`src/logic/scq_pkg.sv`:
```
// Package with register map, field positions and timing constants for the serial interrupt block.
package scq_pkg;
  localparam int unsigned ADDR_W = 4;
  localparam int unsigned DATA_W = 16;
  localparam logic [3:0] OFS_REQ_FLAGS  = 4'h0;
  localparam logic [3:0] OFS_MASK_FLAGS = 4'h1;
  localparam logic [3:0] OFS_START_TRIG = 4'h2;
  localparam logic [3:0] OFS_CHAN_STAT  = 4'h3;
  localparam logic [3:0] OFS_CHAN_CFG0  = 4'h4;
  localparam logic [3:0] OFS_CHAN_CFG1  = 4'h5;
  localparam logic [3:0] OFS_RX_EARLY   = 4'h6;
  localparam int unsigned BIT_RX_ERR = 5;
  localparam int unsigned BIT_RX_END = 2;
  localparam int unsigned BIT_TX_END = 1;
  localparam logic [7:0] IRQ_FIELDS  = 8'h26;
  localparam logic [7:0] FLAG_RESET  = 8'h00;
  localparam logic [7:0] MASK_RESET  = 8'hFF;
  localparam int unsigned BIT_TXE = 15;
  localparam int unsigned BIT_RXE = 14;
  localparam int unsigned NUM_CHAN = 2;
  localparam int unsigned RX_SETUP_CLKS = 4;
  localparam logic [2:0]  RX_SETUP_CNT  = 3'(RX_SETUP_CLKS);
  typedef enum logic [1:0] {SCQ_PROHIBIT, SCQ_RX_ONLY, SCQ_TX_ONLY, SCQ_FULL} scq_mode_t;
endpackage

```
`src/logic/scq_chan_if.sv`:
```
// Interface carrying one channel's control and state between the top and a channel module.
`timescale 1ns/10ps
interface scq_chan_if;
  logic            start;
  logic            txe;
  logic            rxe;
  logic            enabled;
  logic            early;
  logic [1:0]      mode;
  modport ctrl (output start, output txe, output rxe, input enabled, input early, input mode);
  modport chan (input start, input txe, input rxe, output enabled, output early, output mode);
endinterface

```
`src/logic/scq_chan.sv`:
```
// One serial channel's operation-enable state and receive-enable settle timer.
`timescale 1ns/10ps
module scq_chan
  import scq_pkg::*;
(
  // Clock and reset
  input  wire logic mclk_in,
  input  wire logic rst_b_in,
  // Control
  scq_chan_if.chan  ch
);
  logic [2:0] settle_q;
  logic [2:0] settle_d;
  logic       en_q;
  logic       early_q;
  scq_mode_t  mode_w;

  assign mode_w   = scq_mode_t'({ch.txe, ch.rxe});
  assign settle_d = !ch.rxe ? 3'h0 : (settle_q == RX_SETUP_CNT ? settle_q : settle_q + 3'h1);
  assign ch.enabled = en_q;
  assign ch.early   = early_q;
  assign ch.mode    = mode_w;

  always_ff @(posedge mclk_in or negedge rst_b_in) begin
    if (!rst_b_in) begin
      settle_q <= 3'h0;
      en_q     <= 1'b0;
      early_q  <= 1'b0;
    end else begin
      settle_q <= settle_d;
      // Only a one starts the channel; a zero leaves it as it is.
      if (ch.start) begin
        en_q <= 1'b1;
      end
      // Flags a start issued before the receiver had settled.
      if (ch.start && ch.rxe && settle_q < RX_SETUP_CNT) begin
        early_q <= 1'b1;
      end
    end
  end
endmodule // scq_chan

```
`src/logic/scq_top.sv`:
```
// Top of the serial channel interrupt flag, mask and start trigger block.
//
// Decided for this implementation: the address-and-strobe port and the address map.
`timescale 1ns/10ps
module scq_top
  import scq_pkg::*;
(
  // Clock and reset
  input  wire logic                  mclk_in,
  input  wire logic                  rst_b_in,
  // Register port
  input  wire logic [ADDR_W-1:0]     addr_in,
  input  wire logic [DATA_W-1:0]     wdata_in,
  input  wire logic                  wr_in,
  input  wire logic                  rd_in,
  output logic      [DATA_W-1:0]     rdata_out,
  // Events from the serial engine
  input  wire logic                  rx_end_evt_in,
  input  wire logic                  rx_err_evt_in,
  input  wire logic                  tx_end_evt_in,
  // Channel state
  output logic      [NUM_CHAN-1:0]   chan_enabled_out,
  output logic      [2*NUM_CHAN-1:0] chan_mode_out,
  // Interrupts
  output logic                       rx_end_interrupt_out,
  output logic                       rx_err_interrupt_out,
  output logic                       tx_end_interrupt_out,
  output logic                       irq_out
);
  // Interrupt sources in output order: transmit end, receive end, receive error.
  localparam int unsigned NUM_LINES = 3;
  localparam int unsigned LINE_BIT [NUM_LINES] = '{BIT_TX_END, BIT_RX_END, BIT_RX_ERR};

  logic                  rst_s1_q;
  logic                  rst_s2_q;
  logic [7:0]            flags_q;
  logic [7:0]            flags_d;
  logic [7:0]            mask_q;
  logic [7:0]            mask_d;
  logic [DATA_W-1:0]     cfg_q [NUM_CHAN];
  logic [DATA_W-1:0]     rdata_q;
  logic [DATA_W-1:0]     rdata_d;
  logic [7:0]            evt_w;
  logic [7:0]            pend_w;
  logic [NUM_CHAN-1:0]   en_w;
  logic [NUM_CHAN-1:0]   early_w;
  logic [2*NUM_CHAN-1:0] mode_w;
  logic                  wr_flags_w;
  logic                  wr_mask_w;
  logic                  wr_start_w;
  logic                  irq_q;
  logic [2:0]            irqs_q;
  logic [NUM_CHAN-1:0]   en_q;
  logic [2*NUM_CHAN-1:0] mode_q;
  logic [NUM_CHAN-1:0]   cfg_wr_w;
  logic [NUM_LINES-1:0]  src_evt_w;
  logic [NUM_LINES-1:0]  irqs_d;
  logic                  irq_d;
  // Read decode and the words each readable register presents.
  logic                  rd_flags_w;
  logic                  rd_mask_w;
  logic                  rd_stat_w;
  logic                  rd_cfg0_w;
  logic                  rd_cfg1_w;
  logic                  rd_early_w;
  logic [DATA_W-1:0]     flags_word_w;
  logic [DATA_W-1:0]     mask_word_w;
  logic [DATA_W-1:0]     stat_word_w;
  logic [DATA_W-1:0]     early_word_w;

  function automatic logic hit(input logic [ADDR_W-1:0] a, input logic [3:0] ofs);
    return a == ofs;
  endfunction

  // Reset is released through two flops so release is clean against the clock.
  always_ff @(posedge mclk_in or negedge rst_b_in) begin
    if (!rst_b_in) begin
      rst_s1_q <= 1'b0;
      rst_s2_q <= 1'b0;
    end else begin
      rst_s1_q <= 1'b1;
      rst_s2_q <= rst_s1_q;
    end
  end

  // Write decode; each register sees its own strobe.
  assign wr_flags_w = wr_in && hit(addr_in, OFS_REQ_FLAGS);
  assign wr_mask_w  = wr_in && hit(addr_in, OFS_MASK_FLAGS);
  assign wr_start_w = wr_in && hit(addr_in, OFS_START_TRIG);

  assign src_evt_w = {rx_err_evt_in, rx_end_evt_in, tx_end_evt_in};

  // Each source lands at its own flag position; the other bits never see an event.
  always_comb begin
    evt_w = 8'h00;
    for (int l = 0; l < NUM_LINES; l++) begin
      evt_w[LINE_BIT[l]] = src_evt_w[l];
    end
  end

  // Write one clears; a new event in the same cycle wins over the clear.
  assign flags_d = ((flags_q & ~(wr_flags_w ? wdata_in[7:0] : 8'h00)) | evt_w)
                 & IRQ_FIELDS;
  assign mask_d  = wr_mask_w ? ((wdata_in[7:0] & IRQ_FIELDS) | ~IRQ_FIELDS) : mask_q;
  assign pend_w  = flags_q & ~mask_q;

  genvar gi;
  generate
    for (gi = 0; gi < NUM_CHAN; gi++) begin : g_chan
      scq_chan_if cif ();
      assign cfg_wr_w[gi] = wr_in && hit(addr_in, (gi == 0) ? OFS_CHAN_CFG0 : OFS_CHAN_CFG1);
      assign cif.start = wr_start_w && wdata_in[gi];
      assign cif.txe   = cfg_q[gi][BIT_TXE];
      assign cif.rxe   = cfg_q[gi][BIT_RXE];
      assign en_w[gi]      = cif.enabled;
      assign early_w[gi]   = cif.early;
      assign mode_w[2*gi +: 2] = cif.mode;
      scq_chan scq_chan_i (
        .mclk_in  (mclk_in),
        .rst_b_in (rst_s2_q),
        .ch       (cif.chan)
      );
    end
  endgenerate

  // Channel configuration words; only the two enable bits act here, the rest is kept for software.
  always_ff @(posedge mclk_in or negedge rst_s2_q) begin
    if (!rst_s2_q) begin
      for (int c = 0; c < NUM_CHAN; c++) begin
        cfg_q[c] <= '0;
      end
    end else begin
      for (int c = 0; c < NUM_CHAN; c++) begin
        if (cfg_wr_w[c]) begin
          cfg_q[c] <= wdata_in;
        end
      end
    end
  end

  // One select per readable register, so an unmapped index reads as zero.
  assign rd_flags_w   = rd_in && hit(addr_in, OFS_REQ_FLAGS);
  assign rd_mask_w    = rd_in && hit(addr_in, OFS_MASK_FLAGS);
  assign rd_stat_w    = rd_in && hit(addr_in, OFS_CHAN_STAT);
  assign rd_cfg0_w    = rd_in && hit(addr_in, OFS_CHAN_CFG0);
  assign rd_cfg1_w    = rd_in && hit(addr_in, OFS_CHAN_CFG1);
  assign rd_early_w   = rd_in && hit(addr_in, OFS_RX_EARLY);
  assign flags_word_w = DATA_W'(flags_q);
  assign mask_word_w  = DATA_W'(mask_q);
  assign stat_word_w  = DATA_W'(en_w);
  assign early_word_w = DATA_W'(early_w);
  // The start trigger is write only and falls through to zero like any unmapped index.
  assign rdata_d = ({DATA_W{rd_flags_w}} & flags_word_w)
                 | ({DATA_W{rd_mask_w}}  & mask_word_w)
                 | ({DATA_W{rd_stat_w}}  & stat_word_w)
                 | ({DATA_W{rd_cfg0_w}}  & cfg_q[0])
                 | ({DATA_W{rd_cfg1_w}}  & cfg_q[1])
                 | ({DATA_W{rd_early_w}} & early_word_w);

  // The summary line is taken from next values so that it rises with the flag; the
  // per-source lines follow one edge later from the settled flag and mask.
  assign irq_d = |(flags_d & ~mask_d);
  genvar li;
  generate
    for (li = 0; li < NUM_LINES; li++) begin : g_line
      assign irqs_d[li] = pend_w[LINE_BIT[li]];
    end
  endgenerate

  // Reset leaves every interrupt masked until software opens it.
  always_ff @(posedge mclk_in or negedge rst_s2_q) begin
    if (!rst_s2_q) begin
      flags_q <= FLAG_RESET;
      mask_q  <= MASK_RESET;
    end else begin
      flags_q <= flags_d;
      mask_q  <= mask_d;
    end
  end

  // Read data stand for exactly one cycle; a cycle without a read returns zero.
  always_ff @(posedge mclk_in or negedge rst_s2_q) begin
    if (!rst_s2_q) begin
      rdata_q <= '0;
    end else begin
      rdata_q <= rdata_d;
    end
  end

  always_ff @(posedge mclk_in or negedge rst_s2_q) begin
    if (!rst_s2_q) begin
      irq_q  <= 1'b0;
      irqs_q <= '0;
    end else begin
      irq_q  <= irq_d;
      irqs_q <= irqs_d;
    end
  end

  // Channel state leaves through flops so that every top output is registered.
  always_ff @(posedge mclk_in or negedge rst_s2_q) begin
    if (!rst_s2_q) begin
      en_q   <= '0;
      mode_q <= '0;
    end else begin
      en_q   <= en_w;
      mode_q <= mode_w;
    end
  end

  assign rdata_out            = rdata_q;
  assign irq_out              = irq_q;
  assign rx_err_interrupt_out = irqs_q[2];
  assign rx_end_interrupt_out = irqs_q[1];
  assign tx_end_interrupt_out = irqs_q[0];
  assign chan_enabled_out     = en_q;
  assign chan_mode_out        = mode_q;
endmodule // scq_top

```
`config.mk`:
```
export PLATFORM = sky130hd
export DESIGN_NAME = scq_top
export DESIGN_NICKNAME = d
export VERILOG_FILES = /design/src/logic/scq_pkg.sv /design/src/logic/scq_chan_if.sv /design/src/logic/scq_chan.sv /design/src/logic/scq_top.sv
export SDC_FILE = /design/constraint.sdc
export NUM_CORES = 1
export LEC_CHECK = 0
export BUFFER_PORTS_ARGS = -buffer_cell sky130_fd_sc_hd__buf_2
export CAP_MARGIN = 20
export CELL_PAD_IN_SITES_DETAIL_PLACEMENT = 1
export CELL_PAD_IN_SITES_GLOBAL_PLACEMENT = 1
export CORE_MARGIN = 2
export CORE_UTILIZATION = 49
export DETAILED_ROUTE_END_ITERATION = 7
export GPL_ROUTABILITY_DRIVEN = 0
export HOLD_SLACK_MARGIN = 0.15
export PLACE_DENSITY = 0.88
export SYNTH_ARGS = -nofsm -noshare
export SYNTH_HDL_FRONTEND = slang
export SYNTH_HIERARCHICAL = 1
export SYNTH_SLANG_ARGS = --single-unit
export TNS_END_PERCENT = 5
```
`constraint.sdc`:
```
create_clock -name mclk_in -period 6.6 [get_ports mclk_in]
set_input_delay 0.33 -clock mclk_in [delete_from_list [all_inputs] [get_ports mclk_in]]
set_output_delay 0.33 -clock mclk_in [all_outputs]
set_load 0.1 [all_outputs]
```
* Word-level counts from Yosys, hierarchy flattened
Cells that the tools add are included.
** Word-level totals
- Flip-flop bits (word level) :: 81
- Output and inout bits :: 26
- Logic and storage cells :: 74
** Operators by class
- Add/sub/neg operators :: 2
- Magnitude comparators :: 2
- Equal/unequal tests :: 10
- Multiplexer cells :: 6
- Bitwise gates (word level) :: 18
- Reductions and logical operators :: 19
** Operator list (count)
- OR 16 bit :: 5
- bitwise AND 16 bit :: 2
- bitwise AND 16 x 2 -> 16 bit :: 2
- logical AND 1 bit :: 17
- bitwise AND 16 x 6 -> 16 bit :: 1
- bitwise AND 16 x 8 -> 16 bit :: 1
- bitwise AND 6 bit :: 2
- == test 4 x 3 -> 1 bit, second input constant :: 3
- 2-to-1 mux 3 bit :: 4
- NOT 6 bit :: 2
- bitwise AND 6 x 8 -> 8 bit :: 1
- == test 4 x 2 -> 1 bit, second input constant :: 2
- 2-to-1 mux 8 bit :: 1
- NOT 8 bit :: 1
- OR reduction 8 bit :: 1
- adder 3 x 1 -> 3 bit, second input constant :: 2
- == test 3 bit, second input constant :: 2
- less-than comparator 3 bit, second input constant :: 2
- 2-to-1 mux 6 bit :: 1
- OR 6 bit :: 1
- == test 4 x 1 -> 1 bit, second input constant :: 1
- logical NOT 4 bit :: 1
- != test 2 bit, second input constant :: 2

* Depth between registers and ports, before layout
- Word-level depth :: 8
- Gate-level depth with buffers :: 6

* Modules after synthesis
The synthesis kept the hierarchy.
** By module, submodules not included
- scq_top :: times used 1, cells each 208, area an instance 2850.2 sq um, sequential area each 1786.7 sq um
- scq_chan :: times used 2, cells each 24, area an instance 245.2 sq um, sequential area each 125.1 sq um

* Worst setup path after synthesis
Ideal clock, no wire load.
- Path type :: input to register
- From :: input addr_in[1]
- To :: register flags_q[1]
- Setup time :: 0.118 ns
- Data arrival time :: 1.389 ns
- Required time :: 6.482 ns
- Slack :: 5.093 ns
- Cell stages on the path :: 6
- Path buffers :: 2
- Path through :: buf_4 -> or4b_4 -> buf_6 -> nor2_4 -> nand2_1 -> a21o_1
** On the way
- Longest elaborated chain between the ends :: 6
** Ends and longest elaborated chain
- start: declaration :: line scq_top.sv:12 : input wire logic [ADDR_W-1:0] addr_in,
- logical NOT 4 bit :: line scq_top.sv:72 : return a == ofs;
- logical AND 1 bit :: line scq_top.sv:87 : assign wr_flags_w = wr_in && hit(addr_in, OFS_REQ_FLAGS);
- 2-to-1 mux 6 bit :: line scq_top.sv:102 : assign flags_d = ((flags_q & ~(wr_flags_w ? wdata_in[7:0] : 8'h00)) | evt_w)
- NOT 6 bit :: line scq_top.sv:102
- bitwise AND 6 bit :: line scq_top.sv:102
- OR 6 bit :: line scq_top.sv:102
- via flags_d[1] :: line scq_top.sv:37 : logic [7:0] flags_d;
- end signal: assignment :: line scq_top.sv:176 : flags_q <= flags_d;
- end: declaration :: line scq_top.sv:36 : logic [7:0] flags_q;
The timed path passes the listed nets, and every way through them passes these cells.
A chain may end at the register's enable or synchronous reset.

* Worst setup path in the final report
- From :: input addr_in[2]
- To :: register rdata_q[5], in the netlist rdata_out[5]
** On the way
- Longest elaborated chain between the ends :: 8
- Elaborated cells between the ends (all ways) :: 23
** Ends and longest elaborated chain
- == test 4 x 1 -> 1 bit / logical NOT 4 bit (equally long branches) :: line scq_top.sv:72
- logical AND 1 bit (on tied branches) :: line scq_top.sv:143, scq_top.sv:142
- bitwise AND 16 x 8 -> 16 bit / bitwise AND 16 x 6 -> 16 bit (equally long branches) :: line scq_top.sv:154, scq_top.sv:153
- OR 16 bit :: line scq_top.sv:154 : | ({DATA_W{rd_mask_w}} & mask_word_w)
- OR 16 bit :: line scq_top.sv:155 : | ({DATA_W{rd_stat_w}} & stat_word_w)
- OR 16 bit :: line scq_top.sv:156 : | ({DATA_W{rd_cfg0_w}} & cfg_q[0])
- OR 16 bit :: line scq_top.sv:157 : | ({DATA_W{rd_cfg1_w}} & cfg_q[1])
- OR 16 bit (*) :: line scq_top.sv:158 : | ({DATA_W{rd_early_w}} & early_word_w);
- via rdata_d[5] :: line scq_top.sv:42 : logic [DATA_W-1:0] rdata_d;
- end signal: assignment :: line scq_top.sv:186 : rdata_q <= rdata_d;
- end: declaration :: line scq_top.sv:41 : logic [DATA_W-1:0] rdata_q;
The timed path passes the listed nets; every way through them passes the cells marked *.

==> flow_metrics.py <==
metrics = {
    "clock_tree": {
        "clkSlewWorstSetupHoldPaths_ns": 0.08,
        "cts_tree": "yes",
        "cts_buffer_depth": 2,
        "clkSinkCount": 81,
        "cts_buffers": 9,
        "cts_max_level": 3,
        "clock_latency_ns": 0.35,
        "cts-root-buf": "clkbuf_8",
    },
    "synth": {
        "synthArstFlopShare_pct": 100.0,
        "ys_top_cells_by_area": "dfrtp_1 (55%), mux2_2 (7.4%), dfstp_2 (6.3%)",
        "synthTopCellsByCount": "dfrtp_1 (73), nand2_1 (29), mux2_2 (22)",
        "netlist.area_leader.share_pct": 54.68,
        "synth_top_area_cell": "dfrtp_1",
        "ys_types": 46,
        "syn_avg_cell_area_um2": 13.05,
        "syn_inst": 256,
        "ys_warn_count": 6,
        "synth_nets": 287,
        "syn_area_um2": 3341,
        "synth-seq-cells": 81,
        "ys.flop_type": "dfrtp_1",
        "synth_edf_count": 0,
        "ys_seq_area_share_pct": 60.97,
        "yosysMostFrequentCell": "dfrtp_1",
    },
    "sta": {
        "worst_pin_slew_ns": 0.9796,
        "fin_crit_sh_pct": 23.64,
        "finalWorstSetupSlack_ns": 5.040,
        "holdWs_ns": 0.1992,
        "clock_skew_ns": 0.01046,
        "finalSetupTns_ns": 0,
        "fin_crit_ns": 1.560,
        "relSlewSlack_pct": 34.69,
        "rsz0062_at_grt": "false",
        "maxSlewViolCount": 0,
        "max_freq_ghz": 0.6410,
        "setup_viol": 0,
        "hold_viol_final": 0,
    },
    "setup_path": {
        "reg2reg_from": "mask_q[1]$_DFF_PN1_",
        "crit_path_end_kind": "flip-flop",
        "cp.depth": 4,
        "cp_slowest_stage_delay_ns": 0.60,
        "cp_slowest_cell": "nor3_4",
        "crit_buf_inv": 1,
        "cp_cell_sequence": "buf_2 -> or3b_4 -> nor3_4 -> a221o_1",
        "path_class": "in -> reg",
        "critPathTopFamily": "simple AND/OR/NAND/NOR gates",
        "critPathCapture": "rdata_out[5]$_DFF_PN0_",
        "regToRegSetupSlack_ns": 5.08,
        "worstReg2RegEnd": "rdata_out[1]$_DFF_PN0_",
        "worst-path-max-fanout": 16,
        "cp-startpoint": "addr_in[2]",
        "cp.arrival_ns": 1.83,
        "required_ns": 6.87,
        "start_kind": "input pin",
        "r2r_cells": 4,
    },
    "detailed_routing": {
        "avgRoutedWirePerCell_um": 18.44,
        "wl_um": 7247,
        "vias": 2186,
        "drtIter0Drc": 61,
        "drc_errors": 0,
        "antenna_left": 0,
        "first_pass_iters": 4,
        "vias_per_cell": 5.562,
    },
    "floorplanning": {
        "die_w_um": 86.57,
        "start_util_pct": 50.00,
        "core-area_um2": 6681,
        "rows": 30,
        "die_h_um": 86.57,
        "dieArea_um2": 7494,
        "io_pins": 53,
    },
    "final_layout": {
        "num-nets-final": 339,
        "drive_above_1_share_pct": 37.06,
        "syn2layout_area_growth_pct": 13.93,
        "fill_cells": 724,
        "diodes": 0,
        "design_area_um2": 3806,
    },
    "global_route": {
        "grt_pass1_wl_um": 11750,
        "grt_use_total_pct": 21.03,
        "grt_start_max_net_pins": 80,
        "grt-ovfl-total": 0,
        "grt_antenna_before_repair": 0,
        "grt_pass1_vias": 2364,
    },
    "power": {
        "power_density_nw_per_um2": 337.6,
        "peakVddDrop_mv": 0.1486,
        "power_leakage_nw": 1.829,
    },
    "flow_run": {
        "drv_cap": 0,
    },
    "place": {
        "port_buffers": 52,
        "placed_cell_area_um2": 3598,
        "pre_cts_slack_ns": 4.691,
        "dp_hpwl_um": 4726,
    },
    "run_status": {
        "outcome": "completed",
    },
    "hold_path": {
        "hold_class": "in -> reg",
    },
}
## cells by family (layout without fill, tap and decap cells)
kind of cell    Yosys count  after routing  share of synthesized area [%]
flops                    81             81                          60.97
other cells               1              1                         0.1123
compound gates           49             49                          11.05
simple gates             66             66                          11.57
fa+ha+maj                 4              4                          1.498
buf+inv                  24             81                          4.532
mux                      31             31                          10.26
## registers in the layout, summed over array words and instances (netlist names)
signal / count
cfg_q: 32
rdata_out: 16
mask_q: 8
g_chan.scq_chan_i/settle_q: 6
chan_mode_out: 4
flags_q: 3
irqs_q: 3
chan_enabled_out: 2
g_chan.scq_chan_i/ch.early: 2
g_chan.scq_chan_i/ch.enabled: 2
irq_out: 1
rst_s1_q: 1
rst_s2_q: 1
## timing repair
item	in CTS	in global routing
buffers inserted	0	0
resized for setup	0	0
hold buffers	1	0
endpoints found under the hold margin	2	0
## area by class of cell
cell class              instances  area (um^2)  share of cell area [%]
flip-flops and latches         81         2041                   53.62
multi-input cells             151         1152                   30.28
repair buffers                 53        270.3                   7.101
clock buffers                  11        141.4                   3.715
well taps                      80        100.1                   2.630
clock inverters                 5        56.30                   1.479
inverters                      12        45.04                   1.183
## where the power goes
| group | leakage [nW] | internal, mW | switching, mW |
|---|---|---|---|
| Clock | 0.0993 | 0.185 | 0.177 |
| Combinational | 0.738 | 0.0807 | 0.191 |
| Sequential | 0.991 | 0.587 | 0.0649 |
| Total | 1.83 | 0.852 | 0.433 |
## routing by layer
layer  vias to the layer above  wire, um  track usage (%)
li1                        997         -                -
met1                      1136      3017            25.72
met2                        41      3838            35.59
met3                        12       206            4.190
met4                         0       184            10.37
met5                         -         0                0
## layout by cell type, fill, tap and decap left out, types with 3 or more instances in the layout
master    netlist  layout
dfrtp_1        73      72
buf_2           2      52
nand2_1        29      29
mux2_2         22      22
inv_1          12      12
o21ai_0        12      12
clkbuf_8        1      10
a22o_1          8       8
dfstp_2         8       8
mux2i_1         5       5
nor2_1          5       5
nand2b_1        5       5
nand3_1         4       4
a21o_1          4       4
nor2b_1         4       4
mux2_1          4       4
ha_1            4       4
o21ai_2         3       3
a22oi_1         3       3
a221o_1         3       3
o221ai_1        3       3
## through the flow
step	power [mW]	std cells	utilization (%)
2_1_floorplan	0.8675	256	-
3_3_place_gp	0.9097	376	53.86
3_5_place_dp	0.9293	376	53.86
4_1_cts	1.295	393	56.97
5_1_grt	1.343	393	56.97
6_report	1.285	393	56.97
## how the worst min path moves through the flow
stage                  start              endpoint  slack, ns  cells after the start
6_report       rx_err_evt_in  flags_q[5]$_DFF_PN0_       0.20                      2
5_1_grt        rx_err_evt_in  flags_q[5]$_DFF_PN0_       0.20                      2
4_1_cts        tx_end_evt_in  flags_q[1]$_DFF_PN0_       0.19                      2
3_5_place_dp        rst_b_in    rst_s1_q$_DFF_PN0_       0.12                      1
3_3_place_gp        rst_b_in    rst_s1_q$_DFF_PN0_       0.11                      1
2_1_floorplan       rst_b_in    rst_s1_q$_DFF_PN0_       0.03                      0
Power figures use the tool's default switching activity.
